==> src/rtl/wrs_pkg.sv <==
/*
 * wrs_pkg: constants and types of the wireless receiver supervisor.
 * assumes adc codes of 12 bits with a fixed weight per code.
 */
package wrs_pkg;
    // ****************************************
    // register map (4-bit word address)
    // ****************************************
    localparam logic [3:0] A_CTRL = 4'h0;
    localparam logic [3:0] A_STAT = 4'h1;
    localparam logic [3:0] A_MASK = 4'h2;
    localparam logic [3:0] A_IMAX = 4'h3;
    localparam logic [3:0] A_VOUT = 4'h4;
    localparam logic [3:0] A_DIE = 4'h5;
    localparam logic [3:0] A_EPT = 4'h6;
    localparam logic [3:0] A_CHAN = 4'h8; // results at 8..15
    localparam int B_RUN = 0;
    localparam int B_RESTART = 1;
    localparam int E_OVP = 0;
    localparam int E_ADP = 1;
    localparam int E_EPT = 2;
    localparam int E_SWEEP = 3;
    localparam logic [11:0] R_IMAX = 12'h0_FFF;
    localparam logic [11:0] R_VOUT = 12'h0_4E2; // 5.0 V
    localparam logic [11:0] R_DIE = 12'h0_FFF;
    // ****************************************
    // packet headers and reasons
    // ****************************************
    localparam logic [7:0] H_EPT = 8'h02;
    localparam logic [7:0] H_CE = 8'h03;
    localparam logic [7:0] EPT_UNKNOWN = 8'h00;
    localparam logic [7:0] EPT_DONE = 8'h01;
    localparam logic [7:0] EPT_FAULT = 8'h02;
    localparam logic [7:0] EPT_HOT = 8'h03;
    localparam logic [7:0] EPT_NORESP = 8'h08;
    // ****************************************
    // adc channels and thresholds
    // ****************************************
    localparam logic [2:0] CH_TS = 3'h0;
    localparam logic [2:0] CH_DIE = 3'h1;
    localparam logic [2:0] CH_RECT = 3'h2;
    localparam logic [2:0] CH_IOUT = 3'h4;
    localparam int LSB_UV = 4000;
    localparam int TS_HOT_MV = 1000;
    localparam int TS_DONE_MV = 300;
    localparam int RECT_MIN_MV = 6500;
    localparam int OFS0_MV = 2000;
    localparam int OFS1_MV = 1500;
    localparam int OFS2_MV = 560;
    localparam int OFS3_MV = 120;
    localparam int CLK_HZ = 10_000_000;
    localparam int REACH_MS = 100;
    localparam int REACH_CYC = REACH_MS * (CLK_HZ / 1000);
    // ****************************************
    // types
    // ****************************************
    typedef struct packed {
        logic valid;
        logic last;
        logic [7:0] data;
    } wrs_pkt_t;
    typedef enum logic [1:0] {
        TX_IDLE = 2'b00,
        TX_HDR = 2'b01,
        TX_BODY = 2'b10
    } wrs_tx_t;
endpackage

==> src/rtl/wrs_supervisor.sv <==
/*
 * wrs_supervisor: supervisory logic of a wireless power receiver.
 * assumes comparator levels and adc strobes synchronous to CLK.
 */
// Operation
// - rectifier target is vout plus offset picked by load fraction
// - rectifier moved only by requests sent to the transmitter
// - over-voltage comparator raises an interrupt
// - over-voltage drives the coil clamp
// - termination packet uses header 0x02 then one reason byte
// - reason 0x00 on adapter, 0x01 on sense below 0.3 V
// - reason 0x02 when die temperature passes the shutoff limit
// - over-voltage sends 0x03, never 0x04
// - reasons 0x05, 0x06, 0x07 are never sent
// - reason 0x08 if rectifier never reaches 6.5 V
// - thermistor below 1 V ends transfer and stops output
// - thermistor decision uses the adc result
// - adapter detected drives path enable low
// - adapter detection flagged and ends power transfer
// - adapter removed drives path enable high
// - charging indicator high while output current flows
// - adc sweeps eight inputs, results to the logic
`timescale 1ns/1ps
module wrs_supervisor #(
    parameter int REACH_CYC = wrs_pkg::REACH_CYC
) (
    // clock and reset
    input wire logic CLK,
    input wire logic ARST_N,
    // register port
    input wire logic [3:0] REG_ADDR,
    input wire logic [15:0] REG_WDATA,
    input wire logic REG_WR,
    input wire logic REG_RD,
    output logic [15:0] REG_RDATA,
    // comparators
    input wire logic RECTIFIER_OVERVOLTAGE_FLAG,
    input wire logic ADAPTER_DETECT,
    input wire logic ADAPTER_REMOVED,
    // adc
    output logic ADC_START,
    output logic [2:0] ADC_CHANNEL,
    input wire logic ADC_DONE,
    input wire logic [11:0] ADC_RESULT,
    // link modulator
    output wrs_pkg::wrs_pkt_t TX_PKT,
    input wire logic TX_READY,
    // power path
    output logic COIL_CLAMP_DRIVE,
    output logic ADAPTER_PATH_EN_N,
    output logic OUTPUT_ENABLE,
    output logic CHARGING_INDICATOR,
    output logic IRQ
);

    if (REACH_CYC < 1 || REACH_CYC > 32'h0FFF_FFFF)
    begin : g_chk
        $error("REACH_CYC out of range");
    end

    function automatic logic [11:0] mv2c(input int mv);
        mv2c = 12'((mv * 1000) / wrs_pkg::LSB_UV);
    endfunction

    // ****************************************
    // state
    // ****************************************
    logic run_q, ept_done_q, swept_q, busy_q, clamp_q, en_n_q;
    logic ovp_prev_q, start_q, oen_q, chg_q, irq_q, kind_q;
    logic [2:0] ch_q;
    logic [3:0] sts_q, mask_q;
    logic [11:0] imax_q, vout_q, die_q;
    logic [11:0] res_q [8];
    logic [27:0] tmr_q;
    logic [7:0] reason_q, body_q;
    logic [15:0] rdata_q;
    wrs_pkg::wrs_pkt_t pkt_q;
    wrs_pkg::wrs_tx_t st_q;

    // ****************************************
    // register decode
    // ****************************************
    wire wr_ctrl = REG_WR && REG_ADDR == wrs_pkg::A_CTRL;
    wire wr_stat = REG_WR && REG_ADDR == wrs_pkg::A_STAT;
    wire restart = wr_ctrl && REG_WDATA[wrs_pkg::B_RESTART];
    wire [15:0] rd_val =
        REG_ADDR[3] ? {4'h0, res_q[REG_ADDR[2:0]]} :
        REG_ADDR == wrs_pkg::A_CTRL ? {15'h0000, run_q} :
        REG_ADDR == wrs_pkg::A_STAT ? {12'h000, sts_q} :
        REG_ADDR == wrs_pkg::A_MASK ? {12'h000, mask_q} :
        REG_ADDR == wrs_pkg::A_IMAX ? {4'h0, imax_q} :
        REG_ADDR == wrs_pkg::A_VOUT ? {4'h0, vout_q} :
        REG_ADDR == wrs_pkg::A_DIE ? {4'h0, die_q} :
        REG_ADDR == wrs_pkg::A_EPT ? {7'h00, ept_done_q, reason_q} :
        16'h0000;

    // ****************************************
    // adc sweep
    // ****************************************
    wire adc_take = busy_q && ADC_DONE;
    wire sweep_end = adc_take && ch_q == 3'h7;

    // ****************************************
    // termination conditions and priority
    // ****************************************
    wire [11:0] ts = res_q[wrs_pkg::CH_TS];
    wire [11:0] rect = res_q[wrs_pkg::CH_RECT];
    wire [11:0] iout = res_q[wrs_pkg::CH_IOUT];
    wire die_hot = swept_q && res_q[wrs_pkg::CH_DIE] > die_q;
    wire ts_done = swept_q && ts < mv2c(wrs_pkg::TS_DONE_MV);
    wire ts_hot = swept_q && ts < mv2c(wrs_pkg::TS_HOT_MV);
    wire rectifier_overvoltage_flag = RECTIFIER_OVERVOLTAGE_FLAG;
    wire adp = !en_n_q;
    wire timed_out = tmr_q == 28'(REACH_CYC);
    wire no_resp = timed_out && rect < mv2c(wrs_pkg::RECT_MIN_MV);
    wire term = die_hot || ts_done || ts_hot || rectifier_overvoltage_flag || adp || no_resp;
    // fixed priority, only listed codes reachable
    wire [7:0] why = die_hot ? wrs_pkg::EPT_FAULT :
        ts_done ? wrs_pkg::EPT_DONE :
        (ts_hot || rectifier_overvoltage_flag) ? wrs_pkg::EPT_HOT :
        adp ? wrs_pkg::EPT_UNKNOWN :
        wrs_pkg::EPT_NORESP;
    wire live = run_q && !ept_done_q;
    wire send_ept = live && term && st_q == wrs_pkg::TX_IDLE;
    wire send_ce = live && !term && sweep_end &&
        st_q == wrs_pkg::TX_IDLE;

    // ****************************************
    // rectifier target and control error
    // ****************************************
    wire [15:0] i10 = 16'(iout) * 16'd10;
    wire [15:0] i5 = 16'(iout) * 16'd5;
    wire [15:0] im2 = {3'b000, imax_q, 1'b0};
    wire [11:0] ofs = i10 < 16'(imax_q) ? mv2c(wrs_pkg::OFS0_MV) :
        i5 < 16'(imax_q) ? mv2c(wrs_pkg::OFS1_MV) :
        i5 < im2 ? mv2c(wrs_pkg::OFS2_MV) :
        mv2c(wrs_pkg::OFS3_MV);
    wire signed [13:0] err = 14'(vout_q) + 14'(ofs) - 14'(rect);
    wire [7:0] ce_byte = err > 14'sd127 ? 8'h7F :
        err < -14'sd128 ? 8'h80 : err[7:0];

    // ****************************************
    // events and interrupt
    // ****************************************
    wire ept_fin = st_q == wrs_pkg::TX_BODY && TX_READY && kind_q;
    wire adp_on = en_n_q && ADAPTER_DETECT;
    wire [3:0] ev = {sweep_end, ept_fin, adp_on,
        rectifier_overvoltage_flag && !ovp_prev_q};
    wire [3:0] clr = wr_stat ? REG_WDATA[3:0] : 4'h0;
    wire [3:0] sts_d = (sts_q & ~clr) | ev; // set wins over clear

    // software registers
    always_ff @(posedge CLK or negedge ARST_N)
    begin
        if (!ARST_N)
        begin
            run_q <= 1'b0;
            mask_q <= 4'h0;
            imax_q <= wrs_pkg::R_IMAX;
            vout_q <= wrs_pkg::R_VOUT;
            die_q <= wrs_pkg::R_DIE;
            sts_q <= 4'h0;
            irq_q <= 1'b0;
            rdata_q <= 16'h0000;
        end
        else
        begin
            if (wr_ctrl)
                run_q <= REG_WDATA[wrs_pkg::B_RUN];
            if (REG_WR && REG_ADDR == wrs_pkg::A_MASK)
                mask_q <= REG_WDATA[3:0];
            if (REG_WR && REG_ADDR == wrs_pkg::A_IMAX)
                imax_q <= REG_WDATA[11:0];
            if (REG_WR && REG_ADDR == wrs_pkg::A_VOUT)
                vout_q <= REG_WDATA[11:0];
            if (REG_WR && REG_ADDR == wrs_pkg::A_DIE)
                die_q <= REG_WDATA[11:0];
            sts_q <= sts_d;
            irq_q <= |(sts_q & mask_q);
            rdata_q <= REG_RD ? rd_val : 16'h0000;
        end
    end

    // adc channel walk, one result per done
    always_ff @(posedge CLK or negedge ARST_N)
    begin
        if (!ARST_N)
        begin
            ch_q <= 3'h0;
            busy_q <= 1'b0;
            start_q <= 1'b0;
            swept_q <= 1'b0;
        end
        else
        begin
            start_q <= !busy_q && !start_q;
            if (start_q)
                busy_q <= 1'b1;
            if (adc_take)
            begin
                busy_q <= 1'b0;
                ch_q <= ch_q + 3'h1;
            end
            if (sweep_end)
                swept_q <= 1'b1;
        end
    end

    // result store
    always_ff @(posedge CLK or negedge ARST_N)
    begin
        if (!ARST_N)
            res_q <= '{default: 12'h000};
        else if (adc_take)
            res_q[ch_q] <= ADC_RESULT;
    end

    // power path, clamp and reach timer
    always_ff @(posedge CLK or negedge ARST_N)
    begin
        if (!ARST_N)
        begin
            clamp_q <= 1'b0;
            ovp_prev_q <= 1'b0;
            en_n_q <= 1'b1;
            oen_q <= 1'b0;
            chg_q <= 1'b0;
            tmr_q <= 28'h000_0000;
        end
        else
        begin
            clamp_q <= rectifier_overvoltage_flag;
            ovp_prev_q <= rectifier_overvoltage_flag;
            if (ADAPTER_DETECT)
                en_n_q <= 1'b0;
            else if (ADAPTER_REMOVED)
                en_n_q <= 1'b1;
            oen_q <= live && !term;
            chg_q <= live && !term && iout != 12'h000;
            if (!run_q || restart)
                tmr_q <= 28'h000_0000;
            else if (!timed_out)
                tmr_q <= tmr_q + 28'h000_0001;
        end
    end

    // packet sender, header then one body byte
    always_ff @(posedge CLK or negedge ARST_N)
    begin
        if (!ARST_N)
        begin
            st_q <= wrs_pkg::TX_IDLE;
            pkt_q <= '0;
            kind_q <= 1'b0;
            body_q <= 8'h00;
            reason_q <= 8'h00;
            ept_done_q <= 1'b0;
        end
        else
        begin
            if (restart)
                ept_done_q <= 1'b0;
            unique case (st_q)
                wrs_pkg::TX_IDLE:
                begin
                    if (send_ept || send_ce)
                    begin
                        st_q <= wrs_pkg::TX_HDR;
                        kind_q <= send_ept;
                        pkt_q <= '{valid: 1'b1, last: 1'b0,
                            data: send_ept ? wrs_pkg::H_EPT :
                            wrs_pkg::H_CE};
                        body_q <= send_ept ? why : ce_byte;
                        if (send_ept)
                            reason_q <= why;
                    end
                end
                wrs_pkg::TX_HDR:
                begin
                    if (TX_READY)
                    begin
                        st_q <= wrs_pkg::TX_BODY;
                        pkt_q <= '{valid: 1'b1, last: 1'b1,
                            data: body_q};
                    end
                end
                wrs_pkg::TX_BODY:
                begin
                    if (TX_READY)
                    begin
                        st_q <= wrs_pkg::TX_IDLE;
                        pkt_q <= '0;
                        if (kind_q)
                            ept_done_q <= 1'b1;
                    end
                end
                default:
                    st_q <= wrs_pkg::TX_IDLE;
            endcase
        end
    end

    // ****************************************
    // outputs
    // ****************************************
    assign REG_RDATA = rdata_q;
    assign ADC_START = start_q;
    assign ADC_CHANNEL = ch_q;
    assign TX_PKT = pkt_q;
    assign COIL_CLAMP_DRIVE = clamp_q;
    assign ADAPTER_PATH_EN_N = en_n_q;
    assign OUTPUT_ENABLE = oen_q;
    assign CHARGING_INDICATOR = chg_q;
    assign IRQ = irq_q;
endmodule

==> config.mk <==
export PLATFORM = sky130hd
export DESIGN_NAME = wrs_supervisor
export DESIGN_NICKNAME = d
export VERILOG_FILES = /design/src/rtl/wrs_pkg.sv /design/src/rtl/wrs_supervisor.sv
export SDC_FILE = /design/constraint.sdc
export NUM_CORES = 1
export LEC_CHECK = 0
export BUFFER_PORTS_ARGS = -buffer_cell sky130_fd_sc_hd__buf_2
export CORE_ASPECT_RATIO = 1.75
export CORE_MARGIN = 1
export CORE_UTILIZATION = 25
export DETAILED_ROUTE_END_ITERATION = 8
export SLEW_MARGIN = 20
export SYNTH_ARGS = -nofsm -noshare
export SYNTH_HDL_FRONTEND = slang
export SYNTH_SLANG_ARGS = --single-unit
==> constraint.sdc <==
create_clock -name CLK -period 10.35 [get_ports CLK]
set_input_delay 0.5175 -clock CLK [delete_from_list [all_inputs] [get_ports CLK]]
set_output_delay 0.5175 -clock CLK [all_outputs]
set_load 0.005 [all_outputs]
==> results of run 1 <==
routing by layer:
metal	vias to the layer above	GRT usage (%)	part of all wire [%]	routed length, um
met5	-	0	0.050	17
met3	85	1.690	3.2	1099
li1	4136	-	-	-
met1	4492	13.37	34	11800
met2	204	26.71	56	19170
met4	2	8.007	6.3	2162
final timing paths:
kind | slack [ns] | from | end
worst max-delay path | 2.70 | iout[2] | body_q[5]
worst min-delay path | 0.12 | RECTIFIER_OVERVOLTAGE_FLAG | ovp_prev_q
worst max register to register | 2.70 | iout[2] | body_q[5]
worst min register to register | 0.45 | ovp_prev_q | sts_q[0]
max in group asynchronous | 8.26 | ARST_N | res_q[83]
min in group asynchronous | 0.50 | ARST_N | TX_PKT[9]
registers in the layout, summed over array words and instances, names as in the netlist, 2 cells and up:
signal,count
res_q,60
tmr_q,28
REG_RDATA,12
die_q,12
imax_q,12
iout,12
rect,12
ts,12
vout_q,12
TX_PKT,10
body_q,8
mask_q,4
sts_q,4
ADC_CHANNEL,3
reason_q,3
st_q,2
metrics by stage:
stage	instances	utilization [%]	instance area [um2]	worst slack (ns)
2_1_floorplan	1114	-	12640	4.002
3_3_place_gp	1809	27.55	13700	2.817
3_5_place_dp	1809	27.56	13710	2.750
4_1_cts	1848	29.10	14470	2.712
5_1_grt	1850	29.19	14520	2.311
6_report	1851	29.20	14520	2.698
kinds of logic after synthesis:
family          Yosys count  synth area share [%]
mux                     193                 19.26
fa+ha+maj               102                 10.70
compound gates          181                 10.01
buf+inv                 112                 3.617
xor+xnor                 36                 2.497
flops                   217                 43.31
simple gates            269                 10.57
other cells               1               0.02970
cell usage after synthesis, drive strengths merged, types with 5 or more instances:
cell type  instances
a21o              19
ha                92
and2               7
nand2b            10
clkbuf            30
fa                10
a211oi             8
nand3             26
nand4             10
and3               9
dfrtp            187
nand2             65
o21a              10
mux2             154
dfstp             30
inv               71
mux4              24
nor2              71
o21ai             30
xnor2             19
a221o              6
nor3              22
o211ai             5
a21oi             42
nor4b              6
buf               10
a21boi            12
or3                9
nor4               7
xor2              17
mux2i             15
nor2b             12
a222oi             7
critical path, stage by stage, from the launching register on:
cell and delay (ns):
dfrtp_1 0.49, ha_1 0.39, ha_1 0.30, a21o_1 0.17, a21oi_1 0.27, o21ai_0 0.23
a21o_1 0.21, a21oi_1 0.16, xnor2_1 0.23, ha_1 0.32, nand4_1 0.11, nor2_1 0.05
nor3_1 0.13, o311ai_0 0.16, o211ai_1 0.11, nand4b_1 0.34, and2_1 0.28, fa_1 0.47
inv_1 0.04, ha_1 0.40, a211oi_1 0.45, o21bai_1 0.13, a21oi_1 0.27, o31ai_1 0.10
or3b_2 0.48, o41ai_1 0.57, nor3b_2 0.47, a221o_2 0.23
cell usage in the layout, fill, tap and decap left out, types with 26 or more instances in the layout:
cell type,instances
dfrtp_1,187
mux2_2,152
ha_1,92
inv_1,71
nor2_1,71
buf_2,66
nand2_1,65
a21oi_1,42
dfstp_2,30
o21ai_0,30
nand3_1,26
area by class of cell:
cell class / count / share of cell area, %
well taps: 660 / 5.687
diodes: 1 / 0.01723
inverters: 71 / 1.835
clock inverters: 13 / 1.069
multi-input cells: 785 / 46.43
flip-flops and latches: 217 / 37.66
repair buffers: 78 / 3.128
clock buffers: 26 / 4.179
repair_timing:
action / in CTS / in global routing
hold buffers: 0 / 1
endpoints found under the setup margin: 0 / 0
gates resized for setup: 0 / 0
endpoints found under the hold margin: 0 / 52
==> metrics.csv, run 1 <==
stage,metric,value,unit
final_layout,fin nets,1318,
routing,DR pass1 iterations,7,
global_routing,overflow left after global routing,0,
worst_setup_path,worst-path fanout max,9,
worst_setup_path,startpoint types,register,
routing,total vias in the final route,8919,
timing,final setup violation count,0,
worst_setup_path,WP data arrival,8.10,ns
synth,Yosys Warn Count,0,
timing,crit share post-route,73.94,%
global_routing,All-Layer GR Usage,13.68,%
min_path,Hold Path Class,input pin to register,
final_layout,Area Overhead vs Synth,15.00,%
synth,post-synth cell types,74,
final_layout,area of the multi-input gates,0.006741,mm2
synth,Synth area leader,dfrtp_1,
clock_network,buffer levels on the longest clock path,3,
routing,DRT iter0 DRCs,663,
timing,post-route setup TNS,0,ns
final_layout,fillers,5192,
worst_setup_path,"Req. time, crit path",10.80,ns
timing,Highest Clock Rate,0.1307,GHz
die,Die Ht,299.3,um
final_layout,Storage cell area,0.005468,mm2
synth,synth top area cells,"dfrtp_1 37%, mux2_2 14%, ha_1 9.1%",
clock_network,postcts setup bufs,0,
clock_network,# clock sinks,217,
global_routing,pin count of the biggest net entering global routing,134,
worst_setup_path,worst reg-to-reg path cell count,27,
synth,share of async-settable or async-resettable flops after synthesis,100.0,%
synth,number of synthesized flops with an enable pin,0,
die,Cell Rows,108,
placed_design,I/O Buffers,67,
routing,Detail Route Antenna Nets,0,
synth,Mapped Area,0.01263,mm2
global_routing,antenna violations before repair,2,
timing,relative slew slack,26.94,%
synth,"FF+latch count, synth",217,
timing,worst-margin pin slew,1.090,ns
clock_network,Clock Latency Late Sink,0.52,ns
worst_setup_path,Crit Path Category,register to register,
timing,min cycle time layout,7.652,ns
worst_setup_path,CP endpoint kind,register,
clock_network,H-Tree Depth,1,
synth,post-synth top area share,37.06,%
placed_design,Final GP Congestion,0.8641,
clock_network,Root Buffer,clkbuf_16,
die,starting density of the core,25.39,%
die,Die W,171.9,um
clock_network,CTS tree,yes,
global_routing,first-pass GRT wire length,54150,um
routing,vias per cell,4.818,
clock_network,clock-pin slew on the worst setup and hold paths,0.07,ns
die,# IOs,76,
synth,sequential fraction of the synthesis area,43.31,%
routing,Total Wirelength,34240,um
status,outcome,finished clean,
routing,routed len/inst,18.50,um
global_routing,vias in the first global route,9579,
run,Max-Cap Viols,0,
placed_design,DP HPWL,26410,um
timing,Layout Skew,0.01630,ns
die,Core Region,0.04973,mm2
synth,synthesized instance count,1111,
timing,RSZ-0062 raised after global routing,false,
die,die footprint,0.05144,mm2
synth,main flop type after synthesis,dfrtp_1,
routing,DRC,0,
timing,Pins Over Slew Limit,0,
timing,WHS,0.1194,ns
min_path,hold depth,1,
clock_network,total CTS buffers,22,
synth,Synth Area per Inst,11.36,um2
final_layout,layout cells sized above 1,28.91,%
timing,final-report hold violation count,0,
Power of run 1 is left out: the tool's default activity adds up to more than one toggle a clock period on the data nets, which glitch-free logic cannot reach.
==> inputs of run 2 (changes only) <==
Clock period 10.35 ns to 7.8 ns, I/O delays scaled along.
==> metrics.csv, run 2 (synthesized netlist as in run 1, its figures left out) <==
stage,metric,value,unit
worst_setup_path,"Req. time, crit path",8.26,ns
clock_network,clock-pin slew on the worst setup and hold paths,0.06,ns
timing,worst-margin pin slew,0.7797,ns
worst_setup_path,r2r setup slk,0.50,ns
final_layout,Largest regs,"res_q: 60 flops, tmr_q: 28 flops",
clock_network,Clock Latency Late Sink,0.53,ns
timing,RSZ-0062 raised after global routing,false,
worst_setup_path,Crit path largest cell delay,0.54,ns
worst_setup_path,Reg-to-Reg Start,iout[4],
timing,min cycle time layout,7.300,ns
run,Max-Cap Viols,0,
timing,Layout Skew,0.01180,ns
timing,post-route setup TNS,0,ns
final_layout,layout cells sized above 1,29.31,%
routing,DRC,0,
min_path,worst hold start,ADAPTER_REMOVED,
die,Die W,171.9,um
global_routing,first-pass GRT wire length,55100,um
final_layout,"most common cell after layout, fill and taps aside",dfrtp_1,
worst_setup_path,worst-path fanout max,9,
routing,Detail Route Antenna Nets,0,
die,Core Region,0.04973,mm2
final_layout,fin nets,1328,
timing,relative slew slack,47.83,%
clock_network,Root Buffer,clkbuf_16,
timing,crit share post-route,93.59,%
global_routing,All-Layer GR Usage,14.00,%
worst_setup_path,Critical-path top delay cell,o41ai_1,
global_routing,pin count of the biggest net entering global routing,137,
timing,Pins Over Slew Limit,0,
routing,routed len/inst,18.92,um
routing,Total Wirelength,35260,um
global_routing,antenna violations before repair,1,
final_layout,Largest Register,res_q,
final_layout,max reg flops,60,
die,starting density of the core,25.39,%
routing,total vias in the final route,8946,
timing,Highest Clock Rate,0.1370,GHz
global_routing,overflow left after global routing,0,
die,die footprint,0.05144,mm2
clock_network,buffer levels on the longest clock path,3,
clock_network,postcts setup bufs,0,
timing,final-report hold violation count,0,
clock_network,CTS tree,yes,
placed_design,I/O Buffers,67,
die,Cell Rows,108,
worst_setup_path,CP endpoint kind,register,
final_layout,most frequent cells in the layout,"187 x dfrtp_1, 152 x mux2_2, 92 x ha_1, 71 x inv_1, 71 x nor2_1",
timing,final setup violation count,0,
min_path,Hold Path Class,input pin to register,
placed_design,DP HPWL,27280,um
final_layout,Area Overhead vs Synth,15.78,%
routing,DRT iter0 DRCs,720,
worst_setup_path,startpoint types,register,
die,# IOs,76,
status,outcome,finished clean,
worst_setup_path,FF-to-FF End,body_q[4],
placed_design,Final GP Congestion,0.8702,
final_layout,Util after Layout,29.40,%
final_layout,fillers,5228,
min_path,hold depth,3,
global_routing,vias in the first global route,9618,
clock_network,# clock sinks,217,
worst_setup_path,WP data arrival,7.76,ns
routing,vias per cell,4.802,
timing,WHS,0.07695,ns
min_path,Hold Crit Endpoint,ADAPTER_PATH_EN_N,
worst_setup_path,crit path from,iout[4],
worst_setup_path,most frequent CP cell,ha_1,
clock_network,total CTS buffers,23,
routing,DR pass1 iterations,5,
clock_network,H-Tree Depth,1,
die,Die Ht,299.3,um
worst_setup_path,worst reg-to-reg path cell count,27,
worst_setup_path,Crit Path Category,register to register,
-- run 2: what timing repair did --
item / 4_1_cts / 5_1_grt
endpoints found under the hold margin: 2 / 53
hold buffers: 2 / 1
setup endpoints to repair: 0 / 6
gates resized for setup: 0 / 2
-- run 2: area by class of cell --
cell class,count,area (um2),share of cell area [%]
Multi-Input combinational cell,785,6755,46.21
Sequential cell,217,5468,37.40
Tap cell,660,825.8,5.649
Timing Repair Buffer,87,526.8,3.604
Clock inverter,11,138.9,0.9501
Clock buffer,30,631.9,4.323
Inverter,71,266.5,1.823
Antenna cell,2,5.005,0.03424
-- run 2: worst max-delay path, delay by kind of cell (launching register included) --
family | cells | cell delay (ns)
AO/OA/AOI/OAI | 13 | 2.95
XOR/XNOR | 1 | 0.22
AND/OR/NAND/NOR | 7 | 1.75
buffers and inverters | 1 | 0.04
flip-flops | 1 | 0.43
adder cells (fa/ha/maj) | 5 | 1.86
-- run 2: worst max path at each step --
stage / cells past startpoint / slack (ns) / end
CTS: 27 / 0.32 / body_q[4]
floorplan: 28 / 1.45 / body_q[2]
finish: 27 / 0.50 / body_q[4]
detailed placement: 27 / 0.35 / body_q[4]
global route: 27 / 0.05 / body_q[4]
global placement: 27 / 0.40 / body_q[2]
-- run 2: layer usage --
| layer | vias up | routed length [um] | track usage [%] |
|---|---|---|---|
| li1 | 4177 | - | - |
| met1 | 4495 | 12340 | 14.02 |
| met2 | 184 | 19500 | 26.76 |
| met3 | 88 | 963 | 1.386 |
| met4 | 2 | 2439 | 9.123 |
| met5 | - | 13 | 0 |
-- run 2: metrics by stage --
step / area [um2] / cells / setup WS, ns
5_1_grt: 14610 / 1861 / 0.04919
3_3_place_gp: 13750 / 1816 / 0.4021
6_report: 14620 / 1863 / 0.5004
3_5_place_dp: 13760 / 1816 / 0.3539
4_1_cts: 14550 / 1859 / 0.3152
2_1_floorplan: 12640 / 1114 / 1.452
Power of run 2 is left out for the same reason.
